File: src/vrc_pkg.sv
// constants, carriers and register map for the virtual reset / cancel-delay block
// assumes a single 40 MHz clock and an apb slave for software access
// Function
// - each virtual reset and cancel-delay owns its own request bit; here cancel-delay shares bit 0 with virtual reset 0
// - a request acts only when the written code equals the configured code
// - the configured code sits with network settings, outside the checksum
// - a written code is effective only up to 2 seconds after first written
// - a matching code is echoed in the enable feedback register, about 125 ms
// - result feedback reports acceptance, about 175 ms
// - act only after the full set, code, clear order within limits
// - cancel-delay uses exactly the same handshake as manual reset
// - accepted reset resets blocks configured for manual reset
// - keep-on cancel holds the off-delayed output on
// - turn-off cancel switches the delayed or one-shot output off at once
// - control-input cancel keeps output on if the input returns in time
// - drive delay-in-progress status while a cancel can still keep it on
// - on/off input: 1 run, 0 stop, acts only while safety inputs run
// - unmapped on/off input still drives a status output
// - press-control mode select uses three separate on/off inputs
// - mute allowed only while configured mute-enable level is 1
// - reset to a block is ignored while its controlling inputs stop
package vrc_pkg;

    localparam int unsigned N_REQ      = 8;
    localparam int unsigned CLK_HZ     = 40_000_000;
    localparam int unsigned CODE_MS    = 2000;   // code lifetime
    localparam int unsigned ECHO_MS    = 125;    // least hold after code
    localparam int unsigned RESULT_MS  = 175;    // result feedback bound
    localparam int unsigned CODE_CYC   = CLK_HZ / 1000 * CODE_MS;
    localparam int unsigned ECHO_CYC   = (CLK_HZ / 1000 * ECHO_MS);
    localparam int unsigned CNT_W      = 27;

    // register byte offsets
    localparam logic [11:0] OFS_REQ      = 12'h000;
    localparam logic [11:0] OFS_ENABLE   = 12'h004;
    localparam logic [11:0] OFS_EN_FB    = 12'h008;
    localparam logic [11:0] OFS_RESULT   = 12'h00c;
    localparam logic [11:0] OFS_CODE_CFG = 12'h010;
    localparam logic [11:0] OFS_LEVELS   = 12'h014;
    localparam logic [11:0] OFS_CANCEL   = 12'h018;
    localparam logic [11:0] OFS_STATUS   = 12'h01c;

    // level bits in the levels register
    localparam int unsigned LVL_ONOFF0 = 0;   // three on/off inputs at 0..2
    localparam int unsigned LVL_MUTE   = 3;
    localparam int unsigned LVL_MUTE_CFG = 4;

    localparam logic [31:0] RST_WORD = 32'h0000_0000;

    typedef enum logic [1:0] {
        CK_KEEP_ON  = 2'b00,
        CK_TURN_OFF = 2'b01,
        CK_CTRL_IN  = 2'b10,
        CK_NONE     = 2'b11
    } cancel_kind_t;

    typedef enum logic [2:0] {
        HS_IDLE  = 3'b000,
        HS_ARMED = 3'b001,
        HS_CODE  = 3'b010,
        HS_CLEAR = 3'b011,
        HS_BLOCK = 3'b100
    } hs_state_t;

    // apb request carrier
    typedef struct packed {
        logic        sel;
        logic        enable;
        logic        write;
        logic [11:0] addr;
        logic [31:0] wdata;
    } apb_req_t;

endpackage : vrc_pkg

File: src/vrc_delay_out.sv
// one off-delayed safety output with cancel handling
// assumes delay given in cycles and a one-cycle cancel pulse from the handshake
`timescale 1ns/1ps
`default_nettype none
module vrc_delay_out
    import vrc_pkg::*;
#(
    parameter int unsigned W = CNT_W
) (
    // clock and reset
    input  wire logic         pclk,
    input  wire logic         presetn,
    // control
    input  wire logic         ctrl_run,
    input  wire logic [W-1:0] delay_cyc,
    input  wire cancel_kind_t kind,
    input  wire logic         cancel,
    // outputs
    output logic              out_on,
    output logic              in_delay
);
    logic         on_ff, nxt_on;
    logic         held_ff, nxt_held;
    logic [W-1:0] cnt_ff, nxt_cnt;

    // off-delay timer with cancel variants; a returning input does not freeze a
    // running delay unless the kind is control input, so no shortened delay later
    always_comb begin
        nxt_on   = on_ff;
        nxt_held = held_ff;
        nxt_cnt  = cnt_ff;
        if (ctrl_run && (cnt_ff == '0 || kind == CK_CTRL_IN || held_ff)) begin
            nxt_on  = 1'b1;
            nxt_cnt = '0;
        end else if (on_ff && !held_ff) begin
            if (cancel && kind == CK_TURN_OFF) begin
                nxt_on  = 1'b0;
                nxt_cnt = '0;
            end else if (cancel && kind == CK_KEEP_ON) begin
                nxt_held = 1'b1;
            end else if (cnt_ff + W'(1) >= delay_cyc) begin
                nxt_on  = 1'b0;
                nxt_cnt = '0;
            end else begin
                nxt_cnt = cnt_ff + W'(1);
            end
        end
        if (ctrl_run) begin
            nxt_held = 1'b0;
        end
    end

    // registers
    always_ff @(posedge pclk or negedge presetn) begin
        if (!presetn) begin
            on_ff   <= 1'b0;
            held_ff <= 1'b0;
            cnt_ff  <= '0;
        end else begin
            on_ff   <= nxt_on;
            held_ff <= nxt_held;
            cnt_ff  <= nxt_cnt;
        end
    end

    assign out_on   = on_ff;
    assign in_delay = on_ff && !ctrl_run && !held_ff;
endmodule : vrc_delay_out
`default_nettype wire

File: src/vrc_top.sv
// virtual reset / cancel-delay handshake with apb register access
// assumes a networked master writes the registers over apb, one clock
`timescale 1ns/1ps
`default_nettype none
module vrc_top
    import vrc_pkg::*;
#(
    parameter int unsigned CODE_LIMIT = CODE_CYC,
    parameter int unsigned ECHO_MIN   = ECHO_CYC,
    parameter int unsigned DLY_CYC    = ECHO_CYC
) (
    // clock and reset
    input  wire logic              pclk,
    input  wire logic              presetn,
    // apb slave
    input  wire logic              psel,
    input  wire logic              penable,
    input  wire logic              pwrite,
    input  wire logic [11:0]       paddr,
    input  wire logic [31:0]       pwdata,
    output logic [31:0]            prdata,
    output logic                   pready,
    output logic                   pslverr,
    // safety side
    input  wire logic [N_REQ-1:0]  block_run,
    output logic [N_REQ-1:0]       manual_reset,
    output logic                   out_on,
    output logic                   delay_in_progress,
    output logic [2:0]             onoff_level,
    output logic                   onoff_status,
    output logic                   mute_allowed
);
    localparam int unsigned RST_IDX = 0; // cancel-delay request bit index

    apb_req_t           req;
    logic [N_REQ-1:0]   reqb_ff, nxt_reqb;
    logic [31:0]        enable_ff, nxt_enable;
    logic [31:0]        code_cfg_ff, nxt_code_cfg;
    logic [31:0]        echo_ff, nxt_echo;
    logic [N_REQ-1:0]   result_ff, nxt_result;
    logic [4:0]         levels_ff, nxt_levels;
    cancel_kind_t       kind_ff, nxt_kind;
    hs_state_t          st_ff, nxt_st;
    logic [CNT_W-1:0]   age_ff, nxt_age;
    logic [N_REQ-1:0]   latched_ff, nxt_latched;
    logic [N_REQ-1:0]   rst_ff, nxt_rst;
    logic               cancel_ff, nxt_cancel;
    logic [31:0]        prdata_ff, nxt_prdata;
    logic               pready_ff, nxt_pready;
    logic               pslverr_ff, nxt_pslverr;
    logic [2:0]         onoff_ff, nxt_onoff;
    logic               stat_ff, nxt_stat;
    logic               mute_ff, nxt_mute;
    logic               dip_ff, nxt_dip;
    logic               oon_ff, nxt_oon;
    logic               wr, rd, code_ok, acc;
    logic               dly_on, dly_busy;

    assign req = '{sel: psel, enable: penable, write: pwrite, addr: paddr, wdata: pwdata};
    assign wr  = req.sel && req.enable && req.write && !pready_ff;
    assign rd  = req.sel && req.enable && !req.write && !pready_ff;

    // code valid only when configured (non-zero) and equal
    assign code_ok = (code_cfg_ff != RST_WORD) && (enable_ff == code_cfg_ff);

    // register writes and apb answer, one wait state
    always_comb begin
        nxt_reqb     = reqb_ff;
        nxt_enable   = enable_ff;
        nxt_code_cfg = code_cfg_ff;
        nxt_levels   = levels_ff;
        nxt_kind     = kind_ff;
        nxt_prdata   = prdata_ff;
        nxt_pslverr  = 1'b0;
        nxt_pready   = 1'b0;
        if (wr) begin
            nxt_pready = 1'b1;
            case (req.addr)
                OFS_REQ:      nxt_reqb = req.wdata[N_REQ-1:0];
                OFS_ENABLE:   nxt_enable = req.wdata;
                OFS_CODE_CFG: nxt_code_cfg = req.wdata;
                OFS_LEVELS:   nxt_levels = req.wdata[4:0];
                OFS_CANCEL:   nxt_kind = cancel_kind_t'(req.wdata[1:0]);
                OFS_EN_FB, OFS_RESULT, OFS_STATUS: nxt_pslverr = 1'b0;
                default:      nxt_pslverr = 1'b1;
            endcase
        end else if (rd) begin
            nxt_pready = 1'b1;
            case (req.addr)
                OFS_REQ:      nxt_prdata = {{(32-N_REQ){1'b0}}, reqb_ff};
                OFS_ENABLE:   nxt_prdata = enable_ff;
                OFS_EN_FB:    nxt_prdata = echo_ff;
                OFS_RESULT:   nxt_prdata = {{(32-N_REQ){1'b0}}, result_ff};
                OFS_CODE_CFG: nxt_prdata = RST_WORD; // code is write-only
                OFS_LEVELS:   nxt_prdata = {27'h000_0000, levels_ff};
                OFS_CANCEL:   nxt_prdata = {30'h0000_0000, kind_ff};
                OFS_STATUS:   nxt_prdata = {28'h000_0000, dly_busy, dly_on,
                                            3'(st_ff) == 3'(HS_BLOCK), 1'b0};
                default: begin
                    nxt_prdata  = RST_WORD;
                    nxt_pslverr = 1'b1;
                end
            endcase
        end
    end

    // handshake sequencer shared by reset and cancel bits
    always_comb begin
        nxt_st      = st_ff;
        nxt_age     = age_ff;
        nxt_echo    = echo_ff;
        nxt_result  = result_ff;
        nxt_latched = latched_ff;
        nxt_rst     = '0;
        nxt_cancel  = 1'b0;
        acc         = 1'b0;
        case (st_ff)
            HS_IDLE: begin
                nxt_echo = RST_WORD;
                if (reqb_ff != '0 && enable_ff == RST_WORD) begin
                    nxt_st = HS_ARMED;
                end else if (enable_ff != RST_WORD) begin
                    nxt_st = HS_BLOCK;
                end
            end
            HS_ARMED: begin
                if (reqb_ff == '0) begin
                    nxt_st = HS_IDLE;
                end else if (enable_ff != RST_WORD) begin
                    nxt_age     = '0;
                    nxt_latched = reqb_ff;
                    nxt_result  = '0;
                    nxt_st      = code_ok ? HS_CODE : HS_BLOCK;
                end
            end
            HS_CODE: begin
                nxt_age  = age_ff + CNT_W'(1);
                nxt_echo = enable_ff;
                if (age_ff >= CNT_W'(CODE_LIMIT)) begin
                    nxt_st = HS_BLOCK;
                end else if (reqb_ff != latched_ff && reqb_ff != '0) begin
                    nxt_st = HS_BLOCK;
                end else if (reqb_ff == '0) begin
                    // clearing before the least hold breaks the order
                    nxt_st = (age_ff >= CNT_W'(ECHO_MIN) && code_ok) ? HS_CLEAR : HS_BLOCK;
                end else if (!code_ok) begin
                    nxt_st = HS_BLOCK;
                end
            end
            HS_CLEAR: begin
                nxt_age = age_ff + CNT_W'(1);
                if (age_ff >= CNT_W'(CODE_LIMIT) || reqb_ff != '0) begin
                    nxt_st = HS_BLOCK;
                end else if (enable_ff == RST_WORD) begin
                    acc        = 1'b1;
                    nxt_result = latched_ff;
                    nxt_rst    = latched_ff & block_run;
                    nxt_cancel = latched_ff[RST_IDX];
                    nxt_echo   = RST_WORD;
                    nxt_st     = HS_IDLE;
                end
            end
            HS_BLOCK: begin
                nxt_result = '0;
                nxt_echo   = RST_WORD;
                if (reqb_ff == '0 && enable_ff == RST_WORD) begin
                    nxt_st = HS_IDLE;
                end
            end
            default: nxt_st = HS_IDLE;
        endcase
    end

    // virtual levels and derived outputs
    always_comb begin
        nxt_onoff = levels_ff[LVL_ONOFF0 +: 3] & {3{block_run[0]}};
        nxt_stat  = levels_ff[LVL_ONOFF0];
        nxt_mute  = !levels_ff[LVL_MUTE_CFG] || levels_ff[LVL_MUTE];
        nxt_dip   = dly_busy;
        nxt_oon   = dly_on;
    end

    // the cancel-delay bit steers one off-delayed output
    vrc_delay_out #(
        .W(CNT_W)
    ) u_dly (
        .pclk     (pclk),
        .presetn  (presetn),
        .ctrl_run (block_run[0] && onoff_ff[0]),
        .delay_cyc(CNT_W'(DLY_CYC)),
        .kind     (kind_ff),
        .cancel   (cancel_ff),
        .out_on   (dly_on),
        .in_delay (dly_busy)
    );

    // all state registers
    always_ff @(posedge pclk or negedge presetn) begin
        if (!presetn) begin
            reqb_ff     <= '0;
            enable_ff   <= RST_WORD;
            code_cfg_ff <= RST_WORD;
            echo_ff     <= RST_WORD;
            result_ff   <= '0;
            levels_ff   <= '0;
            kind_ff     <= CK_NONE;
            st_ff       <= HS_IDLE;
            age_ff      <= '0;
            latched_ff  <= '0;
            rst_ff      <= '0;
            cancel_ff   <= 1'b0;
            prdata_ff   <= RST_WORD;
            pready_ff   <= 1'b0;
            pslverr_ff  <= 1'b0;
            onoff_ff    <= '0;
            stat_ff     <= 1'b0;
            mute_ff     <= 1'b0;
            dip_ff      <= 1'b0;
            oon_ff      <= 1'b0;
        end else begin
            reqb_ff     <= nxt_reqb;
            enable_ff   <= nxt_enable;
            code_cfg_ff <= nxt_code_cfg;
            echo_ff     <= nxt_echo;
            result_ff   <= nxt_result;
            levels_ff   <= nxt_levels;
            kind_ff     <= nxt_kind;
            st_ff       <= nxt_st;
            age_ff      <= nxt_age;
            latched_ff  <= nxt_latched;
            rst_ff      <= nxt_rst;
            cancel_ff   <= nxt_cancel;
            prdata_ff   <= nxt_prdata;
            pready_ff   <= nxt_pready;
            pslverr_ff  <= nxt_pslverr;
            onoff_ff    <= nxt_onoff;
            stat_ff     <= nxt_stat;
            mute_ff     <= nxt_mute;
            dip_ff      <= nxt_dip;
            oon_ff      <= nxt_oon;
        end
    end

    assign prdata            = prdata_ff;
    assign pready            = pready_ff;
    assign pslverr           = pslverr_ff;
    assign manual_reset      = rst_ff;
    assign out_on            = oon_ff;
    assign delay_in_progress = dip_ff;
    assign onoff_level       = onoff_ff;
    assign onoff_status      = stat_ff;
    assign mute_allowed      = mute_ff;
endmodule : vrc_top
`default_nettype wire

File: config.mk
export PLATFORM = sky130hd
export DESIGN_NAME = vrc_top
export DESIGN_NICKNAME = d
export VERILOG_FILES = /design/src/vrc_pkg.sv /design/src/vrc_delay_out.sv /design/src/vrc_top.sv
export SDC_FILE = /design/constraint.sdc
export NUM_CORES = 1
export LEC_CHECK = 0
export ABC_AREA = 0
export BUFFER_PORTS_ARGS = -buffer_cell sky130_fd_sc_hd__buf_2
export CELL_PAD_IN_SITES_DETAIL_PLACEMENT = 1
export CELL_PAD_IN_SITES_GLOBAL_PLACEMENT = 2
export CORE_MARGIN = 10
export CORE_UTILIZATION = 35
export DETAILED_ROUTE_END_ITERATION = 8
export HOLD_SLACK_MARGIN = 0.03
export PLACE_DENSITY = 0.72
export RECOVER_POWER = 25
export SLEW_MARGIN = 20
export SYNTH_ARGS = -nofsm -noshare
export SYNTH_HDL_FRONTEND = slang
export SYNTH_SLANG_ARGS = --single-unit
File: constraint.sdc
create_clock -name pclk -period 4.3 [get_ports pclk]
set_input_delay 0.215 -clock pclk [delete_from_list [all_inputs] [get_ports pclk]]
set_output_delay 0.215 -clock pclk [all_outputs]
set_load 0.02 [all_outputs]
==> qor.tcl, run 1 <==
set qor(run_status) {complete, but fails checks}
set qor(violations) {max-capacitance violations, max-slew violations}
set qor(critPathKind) {reg2reg}
set qor(groute.usage.overall_pct) 17.0
set qor(synthFlopType) {dfrtp_1}
set qor(ctsHtreeMaxLevel) 1
set qor(post-route-worst-setup-slack_ns) 0.669
set qor(fmax_ghz) 0.275
set qor(cp_cell_instances) {ha_1 -> nand3_1 -> nor4_4 -> nand3_2 -> mux2_1 -> a2111o_1 -> or3_1 -> buf_4 -> o31ai_1 -> a22o_1}
set qor(report.power.total_uw) 4890
set qor(drtAntennaViolNets) 0
set qor(routed_wire_length_per_instance_um) 20.9
set qor(final_area_mm2) 0.0138
set qor(via_count_of_the_first_global_routing_pass) 9535
set qor(seq_area_frac_synth_pct) 51.9
set qor(detailroute.via_count) 9187
set qor(finalWeightedCongestion) 0.822
set qor(maxCapViolCount) 1
set qor(detail_route.drc_violations) 0
set qor(synth_fp_nets) 1144
set qor(drv_slew) 121
set qor(cp_endpoint_kind) {register}
set qor(clock_sinks) 236
set qor(clock_skew_ns) 0.0115
set qor(postCtsSetupRepairBufs) 0
set qor(regToRegStartpoint) {u_dly.cnt_ff[1]$_DFFE_PN0P_}
set qor(timing.critical_path.from_type) {register}
set qor(placedInstanceArea_mm2) 0.0124
set qor(ctsRootBufferMaster) {clkbuf_16}
set qor(crit_path_start) {u_dly.cnt_ff[1]$_DFFE_PN0P_}
set qor(grt_first_pass_wirelength_um) 56500
set qor(report.final.setup_viol) 0
set qor(number_of_drc_violations_after_detailed_routing_iteration_0) 518
set qor(worst_path_largest_cell_delay_ns) 0.53
set qor(reg2regPathDepth) 10
set qor(post_synth.cell_area_avg_um2) 10.5
set qor(fin_crit_sh_pct) 84.4
set qor(cts-buffers-inserted) 28
set qor(min-delay-start) {paddr[6]}
set qor(synth_cells) 1083
set qor(pin_count) 106
set qor(clk_pin_slew_worst_paths_ns) 0.06
set qor(max-slew-margin-rel_pct) -106
set qor(die_h_um) 200
set qor(die_w_um) 200
set qor(synthDominantCellAreaShare_pct) 51.4
set qor(dp_hpwl_um) 24200
set qor(timing.critical_path.required_ns) 4.78
set qor(rsz0062_at_grt) {false}
set qor(synth_seq_cells) 236
set qor(cts_hold_buf) 43
set qor(worstHoldPathType) {in2reg}
set qor(crit_arrival_ns) 4.11
set qor(syn_to_final_growth_pct) 21.0
set qor(design.core.area_mm2) 0.0318
set qor(critical_path.slowest_cell) {nor4_4}
set qor(crit_path_cell_count) 10
set qor(worstSkewPairLatency_ns) 0.54
set qor(drt-pass1-iter-count) 5
set qor(floorplan.initialDensity_pct) 35.8
set qor(ys_async_sr_fraction_pct) 100
set qor(synth_cell_type_count) 68
set qor(post-place-ws_ns) 0.663
set qor(pwr_density_cell_mw_per_mm2) 355
set qor(grt_antenna_before_repair) 2
set qor(postCtsResizedCells) 0
set qor(overflow) 0
set qor(ir_drop_uv) 248
set qor(nets) 1278
set qor(path_buf_inv) 1
set qor(yosysWarningCount) 0
set qor(timing.setup.tns_ns) 0
set qor(wirelength_um) 34900
set qor(hold_viol_final) 0
set qor(hold_ws_ns) 0.199
set qor(tritoncts_clock_tree) {done}
set qor(p_leak_uw) 0.00658
set qor(post_synthesis_cell_type_with_the_largest_combined_area) {dfrtp_1}
set qor(fp.dieArea_mm2) 0.0401
set qor(worst-slew-pin-transition_ns) 3.10
set qor(hold_depth) 4
set qor(synth.top_cells.by_area) {dfrtp_1, mux2_2, nand2_1, xor2_1, a22o_1}
set qor(path_delay_family) {simple AND/OR/NAND/NOR gates}
set qor(drive_gt1_share_pct) 21.5
set qor(grt_start_max_net_pins) 122
set qor(worst-path-max-fanout) 10
set qor(netlist_area_mm2) 0.0114
set qor(placement_rows) 65
set qor(synth_edf_count) 0
set qor(yosys.cell_count.top_type) {dfrtp_1}
set qor(period_needed_ns) 3.63
set qor(clock_path_buffers) 3
set qor(synth_commonest_cells) {dfrtp_1, nand2_1, mux2_2}
set qor(avgViaCountPerCell) 5.49
set qor(portBuffers) 105
==> path summary, 6_finish.rpt <==
path                                                     to  slack, ns
worst max-delay path            u_dly.cnt_ff[5]$_DFFE_PN0P_       0.67
worst min-delay path                      pslverr$_DFF_PN0_       0.20
worst max register to register  u_dly.cnt_ff[5]$_DFFE_PN0P_       0.67
worst min register to register       onoff_status$_DFF_PN0_       0.43
max in group asynchronous         manual_reset[6]$_DFF_PN0_       1.22
min in group asynchronous            prdata[18]$_DFFE_PN0P_       1.19
==> worst register-to-register path, cell delays in order, from the launching register on <==
cell,delay [ns]
dfrtp_1,0.45
ha_1,0.26
nand3_1,0.24
nor4_4,0.53
nand3_2,0.17
mux2_1,0.33
a2111o_1,0.42
or3_1,0.51
buf_4,0.25
o31ai_1,0.25
a22o_1,0.17
==> layout make-up <==
cell class | count | area, µm²
Clock inverter | 9 | 150
Tap cell | 435 | 544
Timing Repair Buffer | 164 | 1090
Multi-Input combinational cell | 774 | 5210
Antenna cell | 2 | 5.00
Inverter | 13 | 48.8
Sequential cell | 236 | 5910
Fill cell | 3497 | 18000
Clock buffer | 39 | 823
==> cells by family after synthesis <==
| group | synth area share (%) |
|---|---|
| AO/OA/AOI/OAI | 13.9 |
| adder cells (fa/ha/maj) | 0.440 |
| flip-flops | 51.9 |
| buffers and inverters | 2.63 |
| AND/OR/NAND/NOR | 17.4 |
| multiplexers | 8.43 |
| XOR/XNOR | 5.31 |
==> placed cells by master (no fill, tap or decap), drive strengths merged, types with 19 or more instances in the layout <==
cell type	instances
dlygate4sd3	43
xnor2	19
a21oi	28
a22o	43
buf	119
a22oi	24
nor3	33
xor2	50
nor4	40
clkbuf	41
o21ai	62
nand4	26
nand2	122
mux2	79
nand3	31
nor2	62
dfrtp	234
==> per-layer routing <==
metal,up-vias,GRT usage (%),routed length (µm)
met5,-,0,0
met4,0,3.30,617
met3,43,2.60,1330
met2,181,25.2,15200
met1,4713,25.7,17700
li1,4250,-,-
==> power by group <==
group	total, µW	internal (µW)	switching [µW]
logic	154	57.9	95.7
clock network	2510	1560	949
registers	2230	2220	4.80
==> stage by stage <==
step	utilization, %	instances
floorplan	-	1083
global placement	38.9	1579
detailed placement	38.9	1579
CTS	43.3	1670
global route	43.3	1672
finish	43.3	1672
==> flip-flops by register name (all words and copies together), names as in the netlist, 2 cells and up <==
name / cells
reqb_ff: 8
result_ff: 8
st_ff: 3
age_ff: 27
code_cfg_ff: 32
manual_reset: 8
onoff_level: 3
enable_ff: 32
levels_ff: 5
prdata: 32
latched_ff: 8
echo_ff: 32
kind_ff: 2
u_dly.cnt_ff: 27
Power figures use the tool's default switching activity.
==> run 2, diff against run 1 <==
--- a/config.mk
+++ b/config.mk
@@ -13,7 +13,7 @@
 export CORE_UTILIZATION = 35
 export DETAILED_ROUTE_END_ITERATION = 8
 export HOLD_SLACK_MARGIN = 0.03
-export PLACE_DENSITY = 0.72
+export PLACE_DENSITY = 0.75
 export RECOVER_POWER = 25
 export SLEW_MARGIN = 20
 export SYNTH_ARGS = -nofsm -noshare
==> constraint.sdc (replaced) <==
create_clock -name pclk -period 3.2 [get_ports pclk]
set_input_delay 0.16 -clock pclk [delete_from_list [all_inputs] [get_ports pclk]]
set_output_delay 0.16 -clock pclk [all_outputs]
set_load 0.02 [all_outputs]
==> run 2 against run 1 <==
Worst hold slack got worse by 0.073 ns. Sequential cell count did not move. The flow still finishes with violations (max-capacitance violations, max-slew violations). Via count rose by 1.1%.
==> qor.tcl, run 2 (synthesis results as in run 1) <==
set qor(worst-path-max-fanout) 8
set qor(detailroute.via_count) 9289
set qor(drive_gt1_share_pct) 24.8
set qor(die_h_um) 200
set qor(worstSkewPairLatency_ns) 0.56
set qor(timing.critical_path.from_type) {register}
set qor(mostFrequentLayoutCells) {dfrtp_1, nand2_1, buf_2}
set qor(ctsRootBufferMaster) {clkbuf_16}
set qor(fp.dieArea_mm2) 0.0401
set qor(finalWeightedCongestion) 0.833
set qor(postLayoutCoreUtil_pct) 45.0
set qor(groute.usage.overall_pct) 17.2
set qor(report.final.setup_viol) 0
set qor(drtAntennaViolNets) 0
set qor(hold_viol_final) 0
set qor(crit_arrival_ns) 3.54
set qor(worstHoldPathType) {in2reg}
set qor(drv_slew) 96
set qor(post-route-worst-setup-slack_ns) 0.154
set qor(pwr_density_cell_mw_per_mm2) 503
set qor(violations) {max-capacitance violations, max-slew violations}
set qor(avgViaCountPerCell) 5.43
set qor(critPathKind) {reg2reg}
set qor(place_inst) 1616
set qor(run_status) {complete, but fails checks}
set qor(grt_start_max_net_pins) 97
set qor(portBuffers) 105
set qor(intPower_uw) 5680
set qor(number_of_drc_violations_after_detailed_routing_iteration_0) 589
set qor(clk_pin_slew_worst_paths_ns) 0.06
set qor(overflow) 0
set qor(fin_crit_sh_pct) 95.2
set qor(floorplan.initialDensity_pct) 35.8
set qor(clock_path_buffers) 3
set qor(global_route.peak_usage_layer) {met1}
set qor(p_leak_uw) 0.00688
set qor(layout_commonest_cell) {dfrtp_1}
set qor(postCtsSetupRepairBufs) 0
set qor(detail_route.drc_violations) 0
set qor(design.core.area_mm2) 0.0318
set qor(final_area_mm2) 0.0143
set qor(final-instance-count-excl-fill) 1711
set qor(ir_drop_uv) 416
set qor(clock_sinks) 236
set qor(power.sequential.fraction_pct) 41.7
set qor(via_count_of_the_first_global_routing_pass) 9695
set qor(power.clock.fraction_pct) 55.4
set qor(antennaDiodeCount) 0
set qor(p_comb_share_pct) 3.0
set qor(pin_count) 106
set qor(worst-slew-pin-transition_ns) 2.54
set qor(placedInstanceArea_mm2) 0.0127
set qor(max-slew-margin-rel_pct) -69.3
set qor(wirelength_um) 35300
set qor(dp_hpwl_um) 24500
set qor(met3_capacity_usage_during_global_routing_pct) 2.35
set qor(grt_antenna_before_repair) 0
set qor(timing.critical_path.required_ns) 3.69
set qor(period_needed_ns) 3.05
set qor(met1_usage_pct) 25.9
set qor(switchingPower_uw) 1510
set qor(cts-buffers-inserted) 28
set qor(ctsHtreeMaxLevel) 1
set qor(cp_endpoint_kind) {register}
set qor(swShare_pct) 21.0
set qor(fmax_ghz) 0.328
set qor(routed_wire_length_per_instance_um) 20.7
set qor(drt-pass1-iter-count) 5
set qor(grt_first_pass_wirelength_um) 57200
set qor(nets) 1315
set qor(placement_rows) 65
set qor(clock_skew_ns) 0.0122
set qor(post-place-ws_ns) 0.0471
set qor(maxCapViolCount) 1
set qor(global_route.usage.met2_pct) 25.8
set qor(tritoncts_clock_tree) {done}
set qor(syn_to_final_growth_pct) 25.6
set qor(die_w_um) 200
==> run 2: cell types whose count changed in the layout (fill, tap and decap cells not counted), sizes merged <==
cell    delta
buf       +38
bufinv     +7
clkbuf     -7
clkinv     +3
diode      -2
==> run 2: critical path, cell delays in order, from the launching register on <==
cell     delay [ns]
dfrtp_1        0.39
buf_4          0.16
and4_1         0.28
nand4_2        0.19
buf_4          0.21
nor2_1         0.27
a31oi_1        0.16
nor4b_1        0.39
a31oi_1        0.25
buf_4          0.26
o31ai_2        0.26
a22o_1         0.15
==> run 2: final timing paths <==
check	startpoint	end	slack, ns	depth (start not counted)
min reg2reg	prdata[8]$_DFFE_PN0P_	prdata[8]$_DFFE_PN0P_	0.47	2
max reg2reg	u_dly.cnt_ff[7]$_DFFE_PN0P_	u_dly.cnt_ff[7]$_DFFE_PN0P_	0.15	11
min	paddr[7]	pslverr$_DFF_PN0_	0.13	4
min in group asynchronous	presetn	prdata[21]$_DFFE_PN0P_	0.91	2
max	u_dly.cnt_ff[7]$_DFFE_PN0P_	u_dly.cnt_ff[7]$_DFFE_PN0P_	0.15	11
max in group asynchronous	presetn	u_dly.cnt_ff[11]$_DFFE_PN0P_	0.58	2
==> run 2: layer usage <==
metal | vias up | wire [µm]
li1 | 4323 | -
met1 | 4789 | 18000
met2 | 142 | 15700
met3 | 35 | 1160
met4 | 0 | 452
met5 | - | 0
==> run 2: power by group through the flow <==
| stage | Combinational, µW | Clock, µW | Sequential, µW |
|---|---|---|---|
| final | 213 | 3980 | 2990 |
| after global routing | 238 | 4200 | 2990 |
| after CTS | 220 | 4060 | 2990 |
| after detailed placement | 179 | 0 | 3050 |
| after global placement | 177 | 0 | 3050 |
| after floorplan | 36.5 | 0 | 3050 |
==> run 2: through the flow <==
step           hold slack, ns  power (µW)  setup TNS, ns
3_3_place_gp            0.253        3230              0
2_1_floorplan          -0.136        3090              0
5_1_grt                 0.155        7430       -0.00295
4_1_cts                 0.121        7270              0
6_report                0.126        7190              0
3_5_place_dp            0.260        3230              0
==> run 2: timing repair <==
item / in CTS / in global routing
endpoints found under the setup margin: 0 / 13
hold buffers: 43 / 0
hold endpoints to repair: 185 / 0
gates resized for setup: 0 / 7
==> run 2: final cells by class <==
type,count,area [µm²]
fillers,3519,17500
inverters,13,48.8
flip-flops and latches,236,5910
repair buffers,201,1400
clock buffers,33,769
well taps,435,544
clock inverters,19,400
multi-input cells,774,5230
==> run 3, diff against run 2 <==
--- a/config.mk
+++ b/config.mk
@@ -7,13 +7,13 @@
 export LEC_CHECK = 0
 export ABC_AREA = 0
 export BUFFER_PORTS_ARGS = -buffer_cell sky130_fd_sc_hd__buf_2
-export CELL_PAD_IN_SITES_DETAIL_PLACEMENT = 1
-export CELL_PAD_IN_SITES_GLOBAL_PLACEMENT = 2
+export CELL_PAD_IN_SITES_DETAIL_PLACEMENT = 0
+export CELL_PAD_IN_SITES_GLOBAL_PLACEMENT = 1
 export CORE_MARGIN = 10
 export CORE_UTILIZATION = 35
 export DETAILED_ROUTE_END_ITERATION = 8
 export HOLD_SLACK_MARGIN = 0.03
-export PLACE_DENSITY = 0.75
+export PLACE_DENSITY = 0.64
 export RECOVER_POWER = 25
 export SLEW_MARGIN = 20
 export SYNTH_ARGS = -nofsm -noshare
==> run 3 against run 2 <==
The flow still finishes with violations (max-capacitance violations, max-slew violations). Global-route usage is 1.1 points lower. Non-clock buffer count is 4 lower. Register-to-register slack better by 0.02 ns. Routed wire length is 6.4% lower. Sequential power hardly changed. Fmax is 0.56% higher. Core utilization is 0.87 points lower.
==> qor.tcl, run 3 (synthesis results as in run 1) <==
set qor(violations) {max-capacitance violations, max-slew violations}
set qor(tritoncts_clock_tree) {done}
set qor(max-slew-margin-rel_pct) -29.6
set qor(grt_antenna_before_repair) 0
set qor(postLayoutCoreUtil_pct) 44.1
set qor(fp.dieArea_mm2) 0.0401
set qor(regToRegStartpoint) {u_dly.cnt_ff[5]$_DFFE_PN0P_}
set qor(clock_skew_ns) 0.0165
set qor(grt_start_max_net_pins) 73
set qor(worst_reg2reg_endpoint) {u_dly.cnt_ff[5]$_DFFE_PN0P_}
set qor(clk_pin_slew_worst_paths_ns) 0.06
set qor(num-fill-cells) 3039
set qor(floorplan.initialDensity_pct) 35.8
set qor(die_h_um) 200
set qor(multi_input_comb_area_mm2) 0.00522
set qor(register_area_mm2) 0.00591
set qor(p_leak_uw) 0.00674
set qor(overflow) 0
set qor(design.core.area_mm2) 0.0318
set qor(min-delay-start) {paddr[6]}
set qor(avgViaCountPerCell) 5.35
set qor(reg2regPathDepth) 9
set qor(report.final.setup_viol) 0
set qor(report.power.total_uw) 6510
set qor(cts-buffers-inserted) 28
set qor(hold_viol_final) 0
set qor(syn_to_final_growth_pct) 23.1
set qor(drive_gt1_share_pct) 24.0
set qor(worstHoldPathType) {in2reg}
set qor(cp_endpoint_kind) {register}
set qor(worst-path-max-fanout) 9
set qor(wirelength_um) 33100
set qor(worstSkewPairLatency_ns) 0.56
set qor(drtAntennaViolNets) 0
set qor(drt-pass1-iter-count) 5
set qor(rrSetupSlack_ns) 0.17
set qor(ir_drop_uv) 441
set qor(clock_sinks) 236
set qor(period_needed_ns) 3.03
set qor(via_count_of_the_first_global_routing_pass) 9164
set qor(pwr_density_cell_mw_per_mm2) 464
set qor(mostFrequentLayoutCells) {dfrtp_1, nand2_1, buf_2}
set qor(routed_wire_length_per_instance_um) 19.4
set qor(final-instance-count-excl-fill) 1703
set qor(placement_rows) 65
set qor(final_area_mm2) 0.0140
set qor(clock_path_buffers) 3
set qor(timing.setup.tns_ns) 0
set qor(maxCapViolCount) 1
set qor(pin_count) 106
set qor(worst-slew-pin-transition_ns) 1.94
set qor(timing.critical_path.required_ns) 3.68
set qor(crit_arrival_ns) 3.51
set qor(nets) 1311
set qor(die_w_um) 200
set qor(portBuffers) 105
set qor(drv_slew) 73
set qor(detailroute.via_count) 9116
set qor(finalWeightedCongestion) 0.856
set qor(ctsRootBufferMaster) {clkbuf_16}
set qor(number_of_drc_violations_after_detailed_routing_iteration_0) 624
set qor(rsz0062_at_grt) {false}
set qor(grt_first_pass_wirelength_um) 53600
set qor(critPathKind) {reg2reg}
set qor(detail_route.drc_violations) 0
set qor(placedInstanceArea_mm2) 0.0126
set qor(groute.usage.overall_pct) 16.2
set qor(dp_hpwl_um) 23300
set qor(antennaDiodeCount) 0
set qor(run_status) {complete, but fails checks}
set qor(fin_crit_sh_pct) 94.6
set qor(fmax_ghz) 0.330
set qor(layout_commonest_cell) {dfrtp_1}
set qor(ctsHtreeMaxLevel) 1
set qor(place_inst) 1612
set qor(crit_path_start) {u_dly.cnt_ff[5]$_DFFE_PN0P_}
set qor(timing.critical_path.from_type) {register}
set qor(hold_path_end) {pslverr$_DFF_PN0_}
set qor(hold_depth) 4
==> run 3: routing by layer <==
layer	global-route usage, %	vias to the layer above	wire length (µm)
met3	2.39	46	1430
li1	-	4329	-
met4	3.84	0	616
met1	23.2	4517	15700
met5	0	-	0
met2	25.0	224	15300
==> run 3: area by class of cell <==
class / instances / area share, %
Clock buffer: 43 / 6.04
Clock inverter: 5 / 0.892
Inverter: 13 / 0.348
Multi-Input combinational cell: 774 / 37.2
Sequential cell: 236 / 42.2
Tap cell: 435 / 3.88
Timing Repair Buffer: 197 / 9.44
==> run 3: timing repair <==
action,CTS,global route
endpoints found under the hold margin,162,0
resized for setup,0,7
endpoints found under the setup margin,0,10
hold buffers,43,0
setup buffers,0,0
==> run 3: worst max path at each step <==
| stage | slack, ns | endpoint | depth (start not counted) |
|---|---|---|---|
| after floorplan | 0.11 | u_dly.cnt_ff[19]$_DFFE_PN0P_ | 11 |
| after global placement | 0.15 | u_dly.cnt_ff[7]$_DFFE_PN0P_ | 10 |
| after detailed placement | 0.13 | u_dly.cnt_ff[5]$_DFFE_PN0P_ | 10 |
| after CTS | 0.10 | u_dly.cnt_ff[5]$_DFFE_PN0P_ | 10 |
| after global routing | 0.001 | u_dly.cnt_ff[5]$_DFFE_PN0P_ | 9 |
| final | 0.17 | u_dly.cnt_ff[5]$_DFFE_PN0P_ | 9 |
==> run 3: power breakdown <==
part | total, µW | internal (µW) | switching (µW)
Combinational | 210 | 80.0 | 130
Clock | 3310 | 2050 | 1250
Sequential | 3000 | 2990 | 6.04
==> run 3: per-stage QoR <==
step,worst slack (ns),hold WS (ns)
final,0.171,0.143
after global placement,0.154,0.189
after floorplan,0.114,-0.136
after global routing,0.00127,0.157
after detailed placement,0.135,0.198
after CTS,0.104,0.123
==> run 3: worst max-delay path, stage by stage, from the launching register on <==
cell      delay (ns)
dfrtp_1         0.47
nand4_2         0.20
nor4_4          0.39
nand3_2         0.14
mux2_1          0.32
a2111o_1        0.42
or3_1           0.43
buf_4           0.21
o31ai_1         0.23
a22o_1          0.16
